==> src/core/adcc_pkg.sv <==
// constants, register map and state types of the converter control block
// assumes one core clock and a plain strobe register port
// What this block does
// - result read colliding with result update returns the old value, then stores
// - mode or channel write colliding with update wins; update and interrupt dropped
// - run off, power on: comparator powered, no conversion running
// - channel register rewrite never clears the done flag
// - old-channel result may land and set the flag just before rewrite
// - after each completion the next conversion starts at once while run set
// - mode or channel write aborts conversion, restarts it if run set
// - clearing run stops conversion at once, result undefined
// - two channel bits pick one of four inputs; 10-bit result, 8-bit high view
package adcc_pkg;
  // ********************************
  // register map
  // ********************************
  localparam int unsigned ADDR_W = 3;
  localparam int unsigned DATA_W = 16;
  localparam logic [2:0] OFS_MODE   = 3'h0;
  localparam logic [2:0] OFS_CHAN   = 3'h1;
  localparam logic [2:0] OFS_RESULT = 3'h2;
  localparam logic [2:0] OFS_RESHI  = 3'h3;
  localparam logic [2:0] OFS_STAT   = 3'h4;
  localparam logic [2:0] OFS_MASK   = 3'h5;

  // ********************************
  // fields and reset values
  // ********************************
  localparam int unsigned MODE_W       = 8;
  localparam int unsigned MODE_RUN_BIT = 7;
  localparam int unsigned MODE_PWR_BIT = 0;
  localparam int unsigned MODE_FR_LSB  = 3;
  localparam int unsigned FR_W         = 3;
  localparam logic [7:0]  MODE_MASK    = 8'hB9;
  localparam logic [7:0]  MODE_RESET   = 8'h00;
  localparam int unsigned CHAN_W       = 2;
  localparam logic [1:0]  CHAN_RESET   = 2'h0;
  localparam int unsigned RES_W        = 10;
  localparam int unsigned RESHI_W      = 8;
  localparam int unsigned RESHI_LSB    = 2;
  localparam logic [9:0]  RES_RESET    = 10'h000;
  localparam int unsigned STAT_DONE_BIT = 0;

  // ********************************
  // sequencer timing
  // ********************************
  localparam int unsigned CNT_W       = 8;
  localparam int unsigned BIT_IDX_W   = 4;
  localparam int unsigned SAMPLE_CYC  = 8;
  localparam int unsigned STEP_BASE   = 4;

  typedef enum logic [1:0] {
    ADCC_IDLE    = 2'b00,
    ADCC_SAMPLE  = 2'b01,
    ADCC_CONVERT = 2'b11
  } adcc_state_t;
endpackage

==> src/core/adcc_conv_if.sv <==
// link between the register side and the approximation sequencer
// assumes both ends run on core_clk
`timescale 1ns/1ns
interface adcc_conv_if;
  import adcc_pkg::*;
  logic                 enable;
  logic                 abort;
  logic [FR_W-1:0]      timeSel;
  logic                 compHigh;
  logic                 busy;
  logic                 sampling;
  logic                 done;
  logic [RES_W-1:0]     result;
  logic [RES_W-1:0]     dacCode;

  modport ctrl (output enable, abort, timeSel, compHigh,
                input  busy, sampling, done, result, dacCode);
  modport sar  (input  enable, abort, timeSel, compHigh,
                output busy, sampling, done, result, dacCode);
endinterface

==> src/core/adcc_ctrl.sv <==
// converter control: mode, channel, result and interrupt registers
// assumes a strobe register port with read data one cycle after the strobe
//
// Decided for this implementation: the placing of the registers and the plain strobed port.
`timescale 1ns/1ns
module adcc_ctrl
  import adcc_pkg::*;
#(
  parameter int unsigned SAMPLE_CYCLES = SAMPLE_CYC,
  parameter int unsigned STEP_CYCLES   = STEP_BASE
) (
  // clock and reset
  input  wire logic              core_clk,
  input  wire logic              rstn,
  // register port
  input  wire logic [ADDR_W-1:0] regAddr,
  input  wire logic [DATA_W-1:0] regWdata,
  input  wire logic              regWr,
  input  wire logic              regRd,
  output logic      [DATA_W-1:0] regRdata,
  // analog front end
  output logic      [CHAN_W-1:0] chanSel,
  output logic                   compPower,
  output logic                   sampleHold,
  output logic      [RES_W-1:0]  dacCode,
  input  wire logic              compHigh,
  // interrupts
  output logic                   convDoneIrq,
  output logic                   irqOut
);
  typedef struct packed {
    logic [MODE_W-1:0] mode;
    logic [CHAN_W-1:0] chan;
    logic [RES_W-1:0]  result;
    logic              stat;
    logic              mask;
    logic [DATA_W-1:0] rdata;
    logic              irqPulse;
  } adcc_regs_t;

  adcc_regs_t st_q;
  adcc_regs_t st_d;
  logic       wrMode;
  logic       wrChan;
  logic       doneTake;

  adcc_conv_if conv ();

  adcc_sar_seq #(
    .SAMPLE_CYCLES (SAMPLE_CYCLES),
    .STEP_CYCLES   (STEP_CYCLES)
  ) u_sar (
    .core_clk (core_clk),
    .rstn     (rstn),
    .conv     (conv.sar)
  );

  // ********************************
  // decode
  // ********************************
  assign wrMode   = regWr && (regAddr == OFS_MODE);
  assign wrChan   = regWr && (regAddr == OFS_CHAN);
  // a colliding mode or channel write wins over the completing result
  assign doneTake = conv.done && !(wrMode || wrChan);

  // ********************************
  // register file
  // ********************************
  always_comb begin
    st_d          = st_q;
    st_d.rdata    = '0;
    st_d.irqPulse = 1'b0;
    if (regRd) begin
      case (regAddr)
        OFS_MODE:   st_d.rdata[MODE_W-1:0]  = st_q.mode;
        OFS_CHAN:   st_d.rdata[CHAN_W-1:0]  = st_q.chan;
        // read samples the stored value before this edge updates it
        OFS_RESULT: st_d.rdata[RES_W-1:0]   = st_q.result;
        OFS_RESHI:  st_d.rdata[RESHI_W-1:0] = st_q.result[RES_W-1:RESHI_LSB];
        OFS_STAT:   st_d.rdata[STAT_DONE_BIT] = st_q.stat;
        OFS_MASK:   st_d.rdata[STAT_DONE_BIT] = st_q.mask;
        default:    st_d.rdata = '0;
      endcase
    end
    if (wrMode) begin
      st_d.mode = regWdata[MODE_W-1:0] & MODE_MASK;
    end
    // channel write leaves the done flag alone
    if (wrChan) begin
      st_d.chan = regWdata[CHAN_W-1:0];
    end
    if (regWr && (regAddr == OFS_MASK)) begin
      st_d.mask = regWdata[STAT_DONE_BIT];
    end
    if (regWr && (regAddr == OFS_STAT) && regWdata[STAT_DONE_BIT]) begin
      st_d.stat = 1'b0;
    end
    // set after clear so a same-cycle completion is not lost
    if (doneTake) begin
      st_d.result   = conv.result;
      st_d.stat     = 1'b1;
      st_d.irqPulse = 1'b1;
    end
  end

  always_ff @(posedge core_clk or negedge rstn) begin
    if (!rstn) begin
      st_q <= '{mode: MODE_RESET, chan: CHAN_RESET, result: RES_RESET, stat: 1'b0,
                mask: 1'b0, rdata: '0, irqPulse: 1'b0};
    end else begin
      st_q <= st_d;
    end
  end

  // ********************************
  // sequencer steering and outputs
  // ********************************
  assign conv.enable   = st_q.mode[MODE_RUN_BIT];
  assign conv.abort    = wrMode || wrChan;
  assign conv.timeSel  = st_q.mode[MODE_FR_LSB +: FR_W];
  assign conv.compHigh = compHigh;

  // power bit alone keeps only the comparator alive, no sampling
  assign compPower   = st_q.mode[MODE_PWR_BIT];
  assign sampleHold  = conv.sampling;
  assign dacCode     = conv.dacCode;
  assign chanSel     = st_q.chan;
  assign regRdata    = st_q.rdata;
  assign convDoneIrq = st_q.irqPulse;
  assign irqOut      = st_q.stat && st_q.mask;

  // ********************************
  // checks
  // ********************************
  a_read_old_value: assert property (@(posedge core_clk) disable iff (!rstn)
    regRd && (regAddr == OFS_RESULT) && conv.done
      |=> (regRdata[RES_W-1:0] == $past(st_q.result)) && (st_q.result == $past(conv.result)))
    else $error("colliding read did not see the old result");

  a_write_discard: assert property (@(posedge core_clk) disable iff (!rstn)
    conv.done && (wrMode || wrChan) |=> $stable(st_q.result) && !convDoneIrq)
    else $error("colliding write did not discard the update");

  a_wait_state: assert property (@(posedge core_clk) disable iff (!rstn)
    (!st_q.mode[MODE_RUN_BIT] && st_q.mode[MODE_PWR_BIT]) [*2] |-> compPower && !conv.busy)
    else $error("waiting state is converting");

  a_stop_at_once: assert property (@(posedge core_clk) disable iff (!rstn)
    $fell(st_q.mode[MODE_RUN_BIT]) |=> !conv.busy && !sampleHold)
    else $error("run clear did not stop conversion");

  a_flag_kept: assert property (@(posedge core_clk) disable iff (!rstn)
    st_q.stat && wrChan && !(regWr && (regAddr == OFS_STAT)) |=> st_q.stat)
    else $error("channel write cleared the done flag");

  a_done_sets: assert property (@(posedge core_clk) disable iff (!rstn)
    doneTake |=> st_q.stat && convDoneIrq ##1 !convDoneIrq)
    else $error("completion did not set flag with one pulse");

  a_flag_sticky: assert property (@(posedge core_clk) disable iff (!rstn)
    st_q.stat && !regWr |=> st_q.stat)
    else $error("done flag dropped without a clear");

  a_high_view: assert property (@(posedge core_clk) disable iff (!rstn)
    regRd && (regAddr == OFS_RESHI)
      |=> regRdata == {{(DATA_W-RESHI_W){1'b0}}, $past(st_q.result[RES_W-1:RESHI_LSB])})
    else $error("high byte view wrong");
endmodule

==> src/core/adcc_sar_seq.sv <==
// successive-approximation sequencer: sample phase then one trial per bit
// assumes the comparator answer is settled by the end of each step
`timescale 1ns/1ns
module adcc_sar_seq
  import adcc_pkg::*;
#(
  parameter int unsigned SAMPLE_CYCLES = SAMPLE_CYC,
  parameter int unsigned STEP_CYCLES   = STEP_BASE
) (
  // clock and reset
  input  wire logic core_clk,
  input  wire logic rstn,
  // control side
  adcc_conv_if.sar  conv
);
  typedef struct packed {
    adcc_state_t          state;
    logic [CNT_W-1:0]     cnt;
    logic [BIT_IDX_W-1:0] bitIdx;
    logic [RES_W-1:0]     code;
    logic [RES_W-1:0]     result;
    logic                 done;
  } adcc_sar_t;

  adcc_sar_t st_q;
  adcc_sar_t st_d;
  logic [CNT_W-1:0] stepLen;
  logic [RES_W-1:0] trialBit;

  // ********************************
  // sequencing
  // ********************************
  // slower time settings stretch every bit step
  assign stepLen  = CNT_W'((32'(conv.timeSel) + 32'd1) * STEP_CYCLES - 32'd1);
  assign trialBit = RES_W'(1) << st_q.bitIdx;

  always_comb begin
    st_d      = st_q;
    st_d.done = 1'b0;
    case (st_q.state)
      ADCC_IDLE: begin
        if (conv.enable) begin
          st_d.state = ADCC_SAMPLE;
          st_d.cnt   = CNT_W'(SAMPLE_CYCLES - 1);
        end
      end
      ADCC_SAMPLE: begin
        if (st_q.cnt == '0) begin
          st_d.state  = ADCC_CONVERT;
          st_d.cnt    = stepLen;
          st_d.bitIdx = BIT_IDX_W'(RES_W - 1);
          st_d.code   = RES_W'(1) << (RES_W - 1);
        end else begin
          st_d.cnt = st_q.cnt - CNT_W'(1);
        end
      end
      ADCC_CONVERT: begin
        if (st_q.cnt != '0) begin
          st_d.cnt = st_q.cnt - CNT_W'(1);
        end else begin
          if (!conv.compHigh) begin
            st_d.code = st_q.code & ~trialBit;
          end
          if (st_q.bitIdx == '0) begin
            st_d.result = conv.compHigh ? st_q.code : (st_q.code & ~trialBit);
            st_d.done   = 1'b1;
            // next conversion follows with no idle gap
            st_d.state  = ADCC_SAMPLE;
            st_d.cnt    = CNT_W'(SAMPLE_CYCLES - 1);
          end else begin
            st_d.bitIdx = st_q.bitIdx - BIT_IDX_W'(1);
            st_d.code   = st_d.code | (trialBit >> 1);
            st_d.cnt    = stepLen;
          end
        end
      end
      default: st_d.state = ADCC_IDLE;
    endcase
    // abort or run cleared drops the conversion on the spot
    if (conv.abort || !conv.enable) begin
      st_d.state = ADCC_IDLE;
    end
  end

  always_ff @(posedge core_clk or negedge rstn) begin
    if (!rstn) begin
      st_q <= '{state: ADCC_IDLE, cnt: '0, bitIdx: '0, code: '0, result: RES_RESET, done: 1'b0};
    end else begin
      st_q <= st_d;
    end
  end

  assign conv.busy     = st_q.state != ADCC_IDLE;
  assign conv.sampling = st_q.state == ADCC_SAMPLE;
  assign conv.done     = st_q.done;
  assign conv.result   = st_q.result;
  assign conv.dacCode  = st_q.code;

  // ********************************
  // checks
  // ********************************
  // the run bit after the write decides the restart, not the one before it
  a_abort_restart: assert property (@(posedge core_clk) disable iff (!rstn)
    conv.abort ##1 (conv.enable && !conv.abort) |-> !conv.busy ##1 conv.busy)
    else $error("abort did not restart conversion");
  a_next_at_once: assert property (@(posedge core_clk) disable iff (!rstn)
    st_d.done && conv.enable && !conv.abort |=> conv.done && conv.sampling)
    else $error("next conversion did not follow completion");
endmodule

==> config.mk <==
export PLATFORM = sky130hd
export DESIGN_NAME = adcc_ctrl
export DESIGN_NICKNAME = d
export VERILOG_FILES = /design/src/core/adcc_pkg.sv /design/src/core/adcc_conv_if.sv /design/src/core/adcc_ctrl.sv /design/src/core/adcc_sar_seq.sv
export SDC_FILE = /design/constraint.sdc
export NUM_CORES = 1
export LEC_CHECK = 0
export BUFFER_PORTS_ARGS = -buffer_cell sky130_fd_sc_hd__clkbuf_2
export CORE_MARGIN = 1.5
export CORE_UTILIZATION = 45
export CTS_BUF_LIST = sky130_fd_sc_hd__clkbuf_8
export DETAILED_ROUTE_END_ITERATION = 8
export GPL_TIMING_DRIVEN = 1
export PLACE_DENSITY = 0.68
export SYNTH_ARGS = -nofsm -noshare
export SYNTH_HDL_FRONTEND = slang
export SYNTH_HIERARCHICAL = 1
export SYNTH_SLANG_ARGS = --single-unit
export TNS_END_PERCENT = 50
==> constraint.sdc <==
create_clock -name core_clk -period 2.1 [get_ports core_clk]
set_input_delay 0.21 -clock core_clk [delete_from_list [all_inputs] [get_ports core_clk]]
set_output_delay 0.21 -clock core_clk [all_outputs]
set_load 0.02 [all_outputs]
==> summary.txt, run 1 <==
Initial Util: 46.3%
First-pass GRT wire length: 12.3 mm
Status: complete, no violations
Minimum clock period: 1940 ps
Final TNS setup: 0 ps
Postcts setup bufs: 0
Clk Latency, worst-skew pair: 330 ps
Largest net degree at the start of global routing: 66
Crit. Startpoint: u_sar/st_q[26]$_DFFE_PN0P_
Die width: 91.9 um
I/O pin count: 56
Detailed Route WL: 7.29 mm
Gr usage total: 18.3%
Root Driver: clkbuf_8
Pwr dens: 1020 nW/um^2
DRT antenna net count: 0
RSZ-0062 raised after global routing: false
Pre-CTS setup slack: 44.0 ps
Routability cong.: 0.841
Period Utilization, post-route: 92.2%
CP required: 2330 ps
# H-tree levels: 3
Peak supply drop: 0.412 mV
Hold WC Path Type: in2reg
Antenna violations before repair: 0
Final cell count without fillers: 486
CP Capture Point: u_sar/st_q[29]$_DFFE_PN0P_
Crit-path max FO: 5
CTS Buffer Depth: 2
R2R setup slack: 160 ps
Setup violators final: 0
Worst hold slack: 107 ps
Multi-input logic area: 1540 um^2
Via density: 5.52
Fillers: 719
Layout cells sized above 1: 26.3%
WL per Instance: 15.0 um
Leakage power: 1.74 nW
Fin area: 3910 um^2
Worst-path clk slew: 70 ps
Diode count: 0
First-pass DRT Iterations: 5
Post-Syn Area: 3560 um^2
Reg2Reg Depth: 7
Worst r2r src: u_sar/st_q[26]$_DFFE_PN0P_
Net count, final: 406
Vias in the first global route: 2,544
Max-slew violations: 0
Setup WS post-layout: 163 ps
Core Rows: 32
Maximum clock rate: 516 MHz
Worst Setup End Kind: register
Die area: 8440 um^2
Synth-to-Final Area Change: 9.99%
Final Hold Viols: 0
Dpl cell area: 3680 um^2
Max Cap Violations: 0
Setup Skew: 5.32 ps
Crit path kind: reg2reg
Post-Place Cells: 469
Routed vias: 2,685
Buffers added on ports: 39
Clk sink count: 65
Core box area: 7690 um^2
Dpl hpwl: 5.14 mm
Mapped Cells: 361
CTS tree: yes
Syn. warnings: 6
Register area: 1630 um^2
Total grt overflow: 0
Num CTS Buffers: 9
R2R Path End: u_sar/st_q[29]$_DFFE_PN0P_
Arr. time, crit path: 2160 ps
Drt initial violations: 182
CP Launch Type: register
DIE HEIGHT: 91.9 um
Mean Syn Cell Area: 9.85 um^2
Residual DRC: 0
registers in the layout, indices dropped and copies added, names as in the netlist:
| signal | count |
|---|---|
| compPower | 1 |
| conv.enable | 1 |
| conv.timeSel | 3 |
| convDoneIrq | 1 |
| chanSel | 2 |
| regRdata | 10 |
| st_q | 12 |
| u_sar/conv.done | 1 |
| u_sar/conv.result | 10 |
| u_sar/st_q | 14 |
| u_sar/conv.dacCode | 10 |
cells in the final DEF, fill, tap and decap left out, types with 7 or more instances in the layout:
cell type and instances:
nor2b_1 7, inv_1 11, dfrtp_1 65, clkbuf_8 10
a21oi_1 14, nor2_1 15, o21ai_0 33, nand3_1 7
o21ai_1 11, mux2_2 10, buf_4 18, clkbuf_2 39
mux2_4 9, nand2_1 31
cell type report:
cell class                 count  area share [%]
multi-input combinational    234            39.3
clock buffer                  10            3.52
sequential                    65            41.6
tap                          102            3.26
timing repair buffer          59            9.21
inverter                      10           0.960
clock inverter                 6            2.11
timing repair:
item,CTS,global route
resized for setup,0,2
hold buffers,1,0
endpoints found under the setup margin,0,11
hold endpoints to repair,65,0
critical path: stages (launching register included):
cell and delay, ps:
dfrtp_1 410, inv_1 110, ha_1 190, or3b_1 390, buf_4 170, o21ai_1 200
o21ai_0 140, a32o_1 220
metal layers:
| layer | GRT usage [%] | vias to the layer above | part of all wire [%] |
|---|---|---|---|
| met5 | 0 | - | 0 |
| met3 | 3.73 | 8 | 4.7 |
| met1 | 25.6 | 1304 | 48 |
| met4 | 5.38 | 0 | 0.93 |
| li1 | - | 1288 | - |
| met2 | 28.7 | 85 | 47 |
report_power, final:
part / internal, W / switching (W) / leakage, nW / total [W]
sequential: 0.00142 / 0.000205 / 0.788 / 0.00163
combinational: 0.000471 / 0.000704 / 0.831 / 0.00117
clock: 0.000695 / 0.000483 / 0.117 / 0.00118
total: 0.00259 / 0.00139 / 1.74 / 0.00398
worst min path at each step:
stage | startpoint | endpoint | slack, ps | cells past startpoint
finish | regWdata[1] | chanSel[1]$_DFFE_PN0P_ | 110 | 2
global route | regWdata[7] | conv.enable$_DFFE_PN0P_ | 90 | 2
CTS | regWdata[7] | conv.enable$_DFFE_PN0P_ | 90 | 2
detailed placement | rstn | chanSel[0]$_DFFE_PN0P_ | 260 | 2
global placement | rstn | st_q[17]$_DFFE_PN0P_ | 250 | 2
floorplan | rstn | chanSel[0]$_DFFE_PN0P_ | -90 | 0
through the flow:
stage / utilization (%) / total power [W]
final: 50.9 / 0.00398
after global routing: 50.9 / 0.00421
after CTS: 50.8 / 0.00399
after detailed placement: 47.8 / 0.00280
after global placement: 47.8 / 0.00277
after floorplan: - / 0.00247
Power figures use the tool's default switching activity.
==> run 2: changes to the inputs <==
BUFFER_PORTS_ARGS = -buffer_cell sky130_fd_sc_hd__buf_2   (was -buffer_cell sky130_fd_sc_hd__clkbuf_2)
MAX_ROUTING_LAYER = met4   (was not set)
==> run 2 against run 1 <==
  * Die area unchanged
  * Sequential power about the same
  * First-iteration DRC count decreased by 13%
  * Via count decreased by 0.56%
  * Flip-flop and latch count unchanged
  * Non-clock buffer count increased by 2
  * Critical endpoint is now u_sar/conv.result[2]$_DFFE_PN0P_
  * Critical path depth decreased by 2
  * Clock skew increased by 1.9 ps
  * Largest power group unchanged
  * Cell count increased by 0.41%
==> summary.txt, run 2 (synthesized netlist as in run 1, its figures left out) <==
Via density: 5.47 (-0.97%)
R2R setup slack: 170 ps (about the same)
Worst hold slack: 82.2 ps (-24.8 ps)
Worst-path clk slew: 80 ps (about the same)
Crit-path slowest cell: or4_4
Final Hold Viols: 0 (unchanged)
Critical Path, Cell by Cell: inv_1 -> ha_1 -> or3b_1 -> or4_4 -> o21ai_1
Max-slew violations: 0 (unchanged)
Detailed Route WL: 7.52 mm (+3.0%)
I/O pin count: 56 (unchanged)
RSZ-0062 raised after global routing: false
Worst Setup End Kind: register
Hold WC Path Type: in2reg
Max-slew headroom: 61.2%
Setup violators final: 0 (unchanged)
Minimum clock period: 1930 ps (-4.77 ps)
First-pass DRT Iterations: 5 (unchanged)
Buffers added on ports: 39 (unchanged)
Setup Skew: 7.22 ps (+1.90 ps)
Overall power: 0.00415 W (+4.4%)
# H-tree levels: 3 (unchanged)
Crit-path max FO: 10 (+5)
Synth-to-Final Area Change: 11.2%
Diode count: 0 (unchanged)
Largest net degree at the start of global routing: 44 (-33%)
Net count, final: 408 (+0.49%)
Core Rows: 32 (unchanged)
Max FFs per register: 14 (unchanged)
Routed vias: 2,670 (-0.56%)
Drt initial violations: 159 (-13%)
Num CTS Buffers: 9 (unchanged)
R2R Path End: u_sar/conv.result[2]$_DFFE_PN0P_
CTS tree: yes
Routability cong.: 0.807 (-4.0%)
Root Driver: clkbuf_8
Core box area: 7690 um^2 (unchanged)
Internal: 0.00271 W (+4.8%)
Switch Pwr: 0.00144 W (+3.6%)
First-pass GRT wire length: 12.5 mm (+0.95%)
CP Capture Point: u_sar/conv.result[2]$_DFFE_PN0P_
Pwr dens: 1050 nW/um^2 (+3.2%)
Worst r2r src: u_sar/st_q[26]$_DFFE_PN0P_
DRT antenna net count: 0 (unchanged)
Status: complete, no violations
Reg with most FFs: u_sar/st_q
Gr usage total: 19.3% (+0.99 points)
Maximum clock rate: 518 MHz (+0.25%)
Largest regs: u_sar/st_q (14), st_q (12)
Worst-margin pin slew: 581 ps
Peak supply drop: 0.422 mV (+2.4%)
Final TNS setup: 0 ps (unchanged)
Net Sw Frac: 34.7% (-0.28 points)
Max Cap Violations: 0 (unchanged)
Crit path kind: reg2reg
Crit. Startpoint: u_sar/st_q[26]$_DFFE_PN0P_
Die area: 8440 um^2 (unchanged)
Antenna violations before repair: 0 (unchanged)
Power share of the clock group: 32.2% (+2.6 points)
Arr. time, crit path: 2200 ps (+40 ps)
Clk sink count: 65 (unchanged)
Layout cells sized above 1: 26.9% (+0.64 points)
Most common cell after layout, fill and taps aside: dfrtp_1
Residual DRC: 0 (unchanged)
Period Utilization, post-route: 92.0% (-0.23 points)
Fillers: 736 (+2.4%)
Dpl hpwl: 5.23 mm (+1.8%)
Comb power frac: 28.9% (-0.6 points)
Reg2Reg Depth: 5 (-2)
DIE HEIGHT: 91.9 um (unchanged)
Power share of the sequential group: 38.9% (-2.0 points)
Vias in the first global route: 2,510 (-1.3%)
Die width: 91.9 um (unchanged)
CTS Buffer Depth: 2 (unchanged)
CP required: 2360 ps (+30 ps)
Initial Util: 46.3% (unchanged)
Most frequent cells in the layout: dfrtp_1 (65), buf_2 (39), o21ai_0 (33)
Final design utilization: 51.4% (+0.57 points)
Clk Latency, worst-skew pair: 340 ps (about the same)
Leakage power: 1.75 nW (+1.0%)
CP Launch Type: register
Max incr delay on CP: 600 ps (+190 ps)
Total grt overflow: 0 (unchanged)
WL per Instance: 15.4 um (+2.6%)
==> run 2: cell count changes in the layout (fill, tap and decap cells not counted), sizes merged <==
cell / previous run / this run
clkbuf: 49 / 9
buf: 19 / 60
clkinv: 3 / 1
inv: 11 / 13
bufinv: 2 / 3
==> run 2: per-layer routing <==
metal  vias to the layer above  track usage (%)  share of wire, %
li1                       1290                -                 -
met1                      1290             26.1                47
met2                        82             29.0                47
met3                         8             3.07               4.5
met4                         0             7.95               1.5
met5                         -                -                 0
==> run 2: final cells by class <==
class	count	area [um^2]	share of cell area, %
Inverter	10	37.5	0.949
Multi-Input combinational cell	234	1540	38.9
Clock inverter	7	125	3.16
Tap cell	102	128	3.23
Sequential cell	65	1630	41.1
Timing Repair Buffer	61	375	9.49
Clock buffer	9	124	3.13
==> run 2: worst min-delay path by stage <==
stage | start | to | slack [ps] | cells past startpoint
2_1_floorplan | rstn | chanSel[0]$_DFFE_PN0P_ | -90 | 0
3_5_place_dp | rstn | st_q[17]$_DFFE_PN0P_ | 210 | 1
4_1_cts | regWdata[0] | st_q[18]$_DFFE_PN0P_ | 80 | 2
6_report | regWdata[0] | st_q[18]$_DFFE_PN0P_ | 80 | 2
3_3_place_gp | rstn | st_q[17]$_DFFE_PN0P_ | 210 | 1
5_1_grt | regWdata[0] | st_q[18]$_DFFE_PN0P_ | 100 | 2
==> run 2: timing repair <==
item / 4_1_cts / 5_1_grt
buffers inserted: 0 / 1
resized for setup: 0 / 2
endpoints found under the setup margin: 0 / 19
hold buffers: 1 / 0
hold endpoints to repair: 22 / 0
==> run 2: power groups by stage <==
| stage | registers [W] | clock network (W) | logic (W) |
|---|---|---|---|
| floorplan | 0.00158 | 0 | 0.000893 |
| global placement | 0.00163 | 0 | 0.00117 |
| detailed placement | 0.00164 | 0 | 0.00119 |
| CTS | 0.00161 | 0.00136 | 0.00120 |
| global route | 0.00165 | 0.00141 | 0.00132 |
| finish | 0.00162 | 0.00134 | 0.00120 |
==> run 2: stage by stage <==
step | instance area, um^2 | setup WS (ps) | instances
finish | 3960 | 168 | 488
global route | 3960 | 6.35 | 488
CTS | 3940 | 4.02 | 487
detailed placement | 3680 | 26.5 | 470
global placement | 3680 | 92.0 | 470
floorplan | 3570 | 76.8 | 366
==> run 2: worst max-delay path: cells and delay by family, from the launching register on <==
family	cells	cell delay, ps
simple gates	2	970
flops	1	420
fa+ha+maj	1	180
compound gates	1	170
buf+inv	1	110
==> run 3: changes to the inputs <==
CELL_PAD_IN_SITES_DETAIL_PLACEMENT = 1   (was not set)
CELL_PAD_IN_SITES_GLOBAL_PLACEMENT = 1   (was not set)
CORE_UTILIZATION = 41   (was 45)
GPL_ROUTABILITY_DRIVEN = 0   (was not set)
PLACE_DENSITY = not set   (was 0.68)
PLACE_DENSITY_LB_ADDON = 0.1   (was not set)
==> run 3 against run 2 <==
  * Via count up 0.60%
  * Clock power about the same
  * Sequential power about the same
  * Clock-buffer cell count unchanged
  * Critical endpoint is now u_sar/conv.result[1]$_DFFE_PN0P_
  * Setup slack worse by 66 ps
  * Clock skew up 3.7 ps
  * First-iteration DRC count down 48%
  * Combinational power up 4%
  * Maximum frequency down 3.3%
  * Cell count up 1.2%
  * Wire length up 15%
  * Design area up 0.92%
==> summary.txt, run 3 (synthesized netlist as in run 1, its figures left out) <==
Die width: 96.1 um (+4.6%)
Fillers: 984 (+34%)
Largest delay share family, worst path: simple AND/OR/NAND/NOR gates
Hold Crit Start: regWdata[0]
Clk Latency, worst-skew pair: 350 ps (about the same)
Antenna violations before repair: 0 (unchanged)
CP required: 2370 ps (about the same)
Via density: 5.44 (-0.62%)
Vias in the first global route: 2,743 (+9.3%)
Dpl hpwl: 6.00 mm (+15%)
Most frequent cells in the layout: dfrtp_1 (65), buf_2 (39), o21ai_0 (33)
Arr. time, crit path: 2270 ps (+70 ps)
# H-tree levels: 3 (unchanged)
Reg2Reg Depth: 6 (+1)
Reg with most FFs: u_sar/st_q
Gr usage total: 21.2% (+1.9 points)
Num CTS Buffers: 9 (unchanged)
RSZ-0062 raised after global routing: false
Setup Skew: 10.9 ps (+3.71 ps)
Layout cells sized above 1: 27.8% (+0.82 points)
Setup WS post-layout: 102 ps (-66.1 ps)
Crit-path max FO: 10 (unchanged)
Sink of the worst hold path: st_q[18]$_DFFE_PN0P_
Max-slew headroom: 66.7% (+5.5 points)
Minimum clock period: 2000 ps (+66.1 ps)
Routed vias: 2,686 (+0.60%)
DRT antenna net count: 0 (unchanged)
Final Hold Viols: 0 (unchanged)
Worst Setup End Kind: register
Worst r2r src: u_sar/st_q[25]$_DFFE_PN0P_
Die area: 9240 um^2 (+9.4%)
Most utilized layer in the global route result: met2
Buffers added on ports: 39 (unchanged)
Final design utilization: 48.1% (-3.4 points)
Peak supply drop: 0.573 mV (+36%)
CTS Buffer Depth: 2 (unchanged)
Final cell count without fillers: 494 (+1.2%)
Detailed Route WL: 8.65 mm (+15%)
DIE HEIGHT: 96.1 um (+4.6%)
Critical Path, Cell by Cell: inv_1 -> ha_2 -> or3b_4 -> or4_1 -> buf_4 -> o21ai_1
R2R Path End: u_sar/conv.result[1]$_DFFE_PN0P_
Max incr delay on CP: 520 ps (-80 ps)
First-pass GRT wire length: 14.4 mm (+15%)
Core box area: 8300 um^2 (+8.0%)
Crit path buf inv count: 2 (+1)
Max FFs per register: 14 (unchanged)
Largest net degree at the start of global routing: 66 (+50%)
Synth-to-Final Area Change: 12.2%
M3 GR Usage: 3.32% (+0.25 points)
Crit path kind: reg2reg
Status: complete, no violations
Total grt overflow: 0 (unchanged)
First-pass DRT Iterations: 4 (-1)
Leakage power: 1.77 nW (+0.76%)
Root Driver: clkbuf_8
Initial Util: 42.8% (-3.4 points)
Max-slew violations: 0 (unchanged)
Clk sink count: 65 (unchanged)
Pre-CTS setup slack: 47.4 ps (+20.8 ps)
Period Utilization, post-route: 95.1% (+3.1 points)
Max Cap Violations: 0 (unchanged)
Post-Place Cells: 475 (+1.1%)
Largest regs: u_sar/st_q (14), st_q (12)
Worst-path clk slew: 80 ps (about the same)
Maximum clock rate: 501 MHz (-3.3%)
Worst hold stages: 2 (unchanged)
Diode count: 0 (unchanged)
Core Rows: 33 (+3.1%)
Worst-margin pin slew: 499 ps (-82.9 ps)
Residual DRC: 0 (unchanged)
Net count, final: 411 (+0.74%)
WL per Instance: 17.5 um (+14%)
Setup violators final: 0 (unchanged)
Final TNS setup: 0 ps (unchanged)
R2R setup slack: 100 ps (-70 ps)
CP Launch Type: register
Drt initial violations: 82 (-48%)
I/O pin count: 56 (unchanged)
Hold WC Path Type: in2reg
GR Util met2: 32.7% (+3.8 points)
CTS tree: yes
Pwr dens: 1050 nW/um^2 (about the same)
Most common cell after layout, fill and taps aside: dfrtp_1
Met1 GRT Util: 28.1% (+1.9 points)
Crit-path slowest cell: or4_1
-- run 3: changes by cell type in the layout (fill, tap and decap cells not counted), sizes merged --
cell    before  now
clkinv       1    2
inv         13   12
buf         60   63
-- run 3: cell type report --
type / count / area (um^2) / share of cell area (%)
sequential: 65 / 1630 / 40.8
multi-input combinational: 234 / 1550 / 38.8
timing repair buffer: 64 / 398 / 9.97
tap: 105 / 131 / 3.29
clock inverter: 7 / 125 / 3.13
clock buffer: 9 / 124 / 3.10
inverter: 10 / 37.5 / 0.940
-- run 3: worst max path at each step --
| stage | from | to | slack (ps) | depth (start not counted) |
|---|---|---|---|---|
| 2_1_floorplan | u_sar/st_q[25]$_DFFE_PN0P_ | u_sar/conv.dacCode[7]$_DFFE_PN0P_ | 80 | 7 |
| 3_3_place_gp | u_sar/st_q[30]$_DFFE_PN0P_ | u_sar/conv.dacCode[8]$_DFFE_PN0P_ | 30 | 5 |
| 3_5_place_dp | u_sar/st_q[29]$_DFFE_PN0P_ | u_sar/conv.dacCode[8]$_DFFE_PN0P_ | 50 | 5 |
| 5_1_grt | u_sar/st_q[25]$_DFFE_PN0P_ | u_sar/conv.result[0]$_DFFE_PN0P_ | 5 | 6 |
| 6_report | u_sar/st_q[25]$_DFFE_PN0P_ | u_sar/conv.result[1]$_DFFE_PN0P_ | 100 | 6 |
| 4_1_cts | u_sar/st_q[30]$_DFFE_PN0P_ | u_sar/conv.dacCode[8]$_DFFE_PN0P_ | 20 | 5 |
-- run 3: per-stage QoR --
stage               hold WS, ps  power, W  instance area [um^2]
floorplan                 -85.6   0.00247                  3570
global placement            256   0.00282                  3700
detailed placement          262   0.00285                  3700
CTS                        69.5   0.00422                  3960
global route               78.3   0.00446                  3990
finish                     83.3   0.00419                  3990
-- run 3: per-layer routing --
| layer | wire length (um) | vias to the layer above |
|---|---|---|
| li1 | - | 1293 |
| met1 | 4200 | 1349 |
| met2 | 4140 | 34 |
| met3 | 182 | 10 |
| met4 | 123 | 0 |
| met5 | 0 | - |
-- run 3: power breakdown --
part	switching (W)	leakage (nW)	total [W]	internal [W]
Sequential	0.000191	0.788	0.00161	0.00142
Clock	0.000536	0.124	0.00134	0.000801
Combinational	0.000748	0.855	0.00125	0.000498
-- run 3: timing repair --
item | 4_1_cts | 5_1_grt
setup endpoints to repair | 0 | 23
hold buffers | 1 | 0
endpoints found under the hold margin | 65 | 0
buffers inserted | 0 | 2
resized for setup | 0 | 4
-- run 3: worst reg2reg max path: stages, from the launching register on --
cell     delay (ps)
dfrtp_1         410
inv_1            90
ha_2            200
or3b_4          390
or4_1           520
buf_4           190
o21ai_1         140
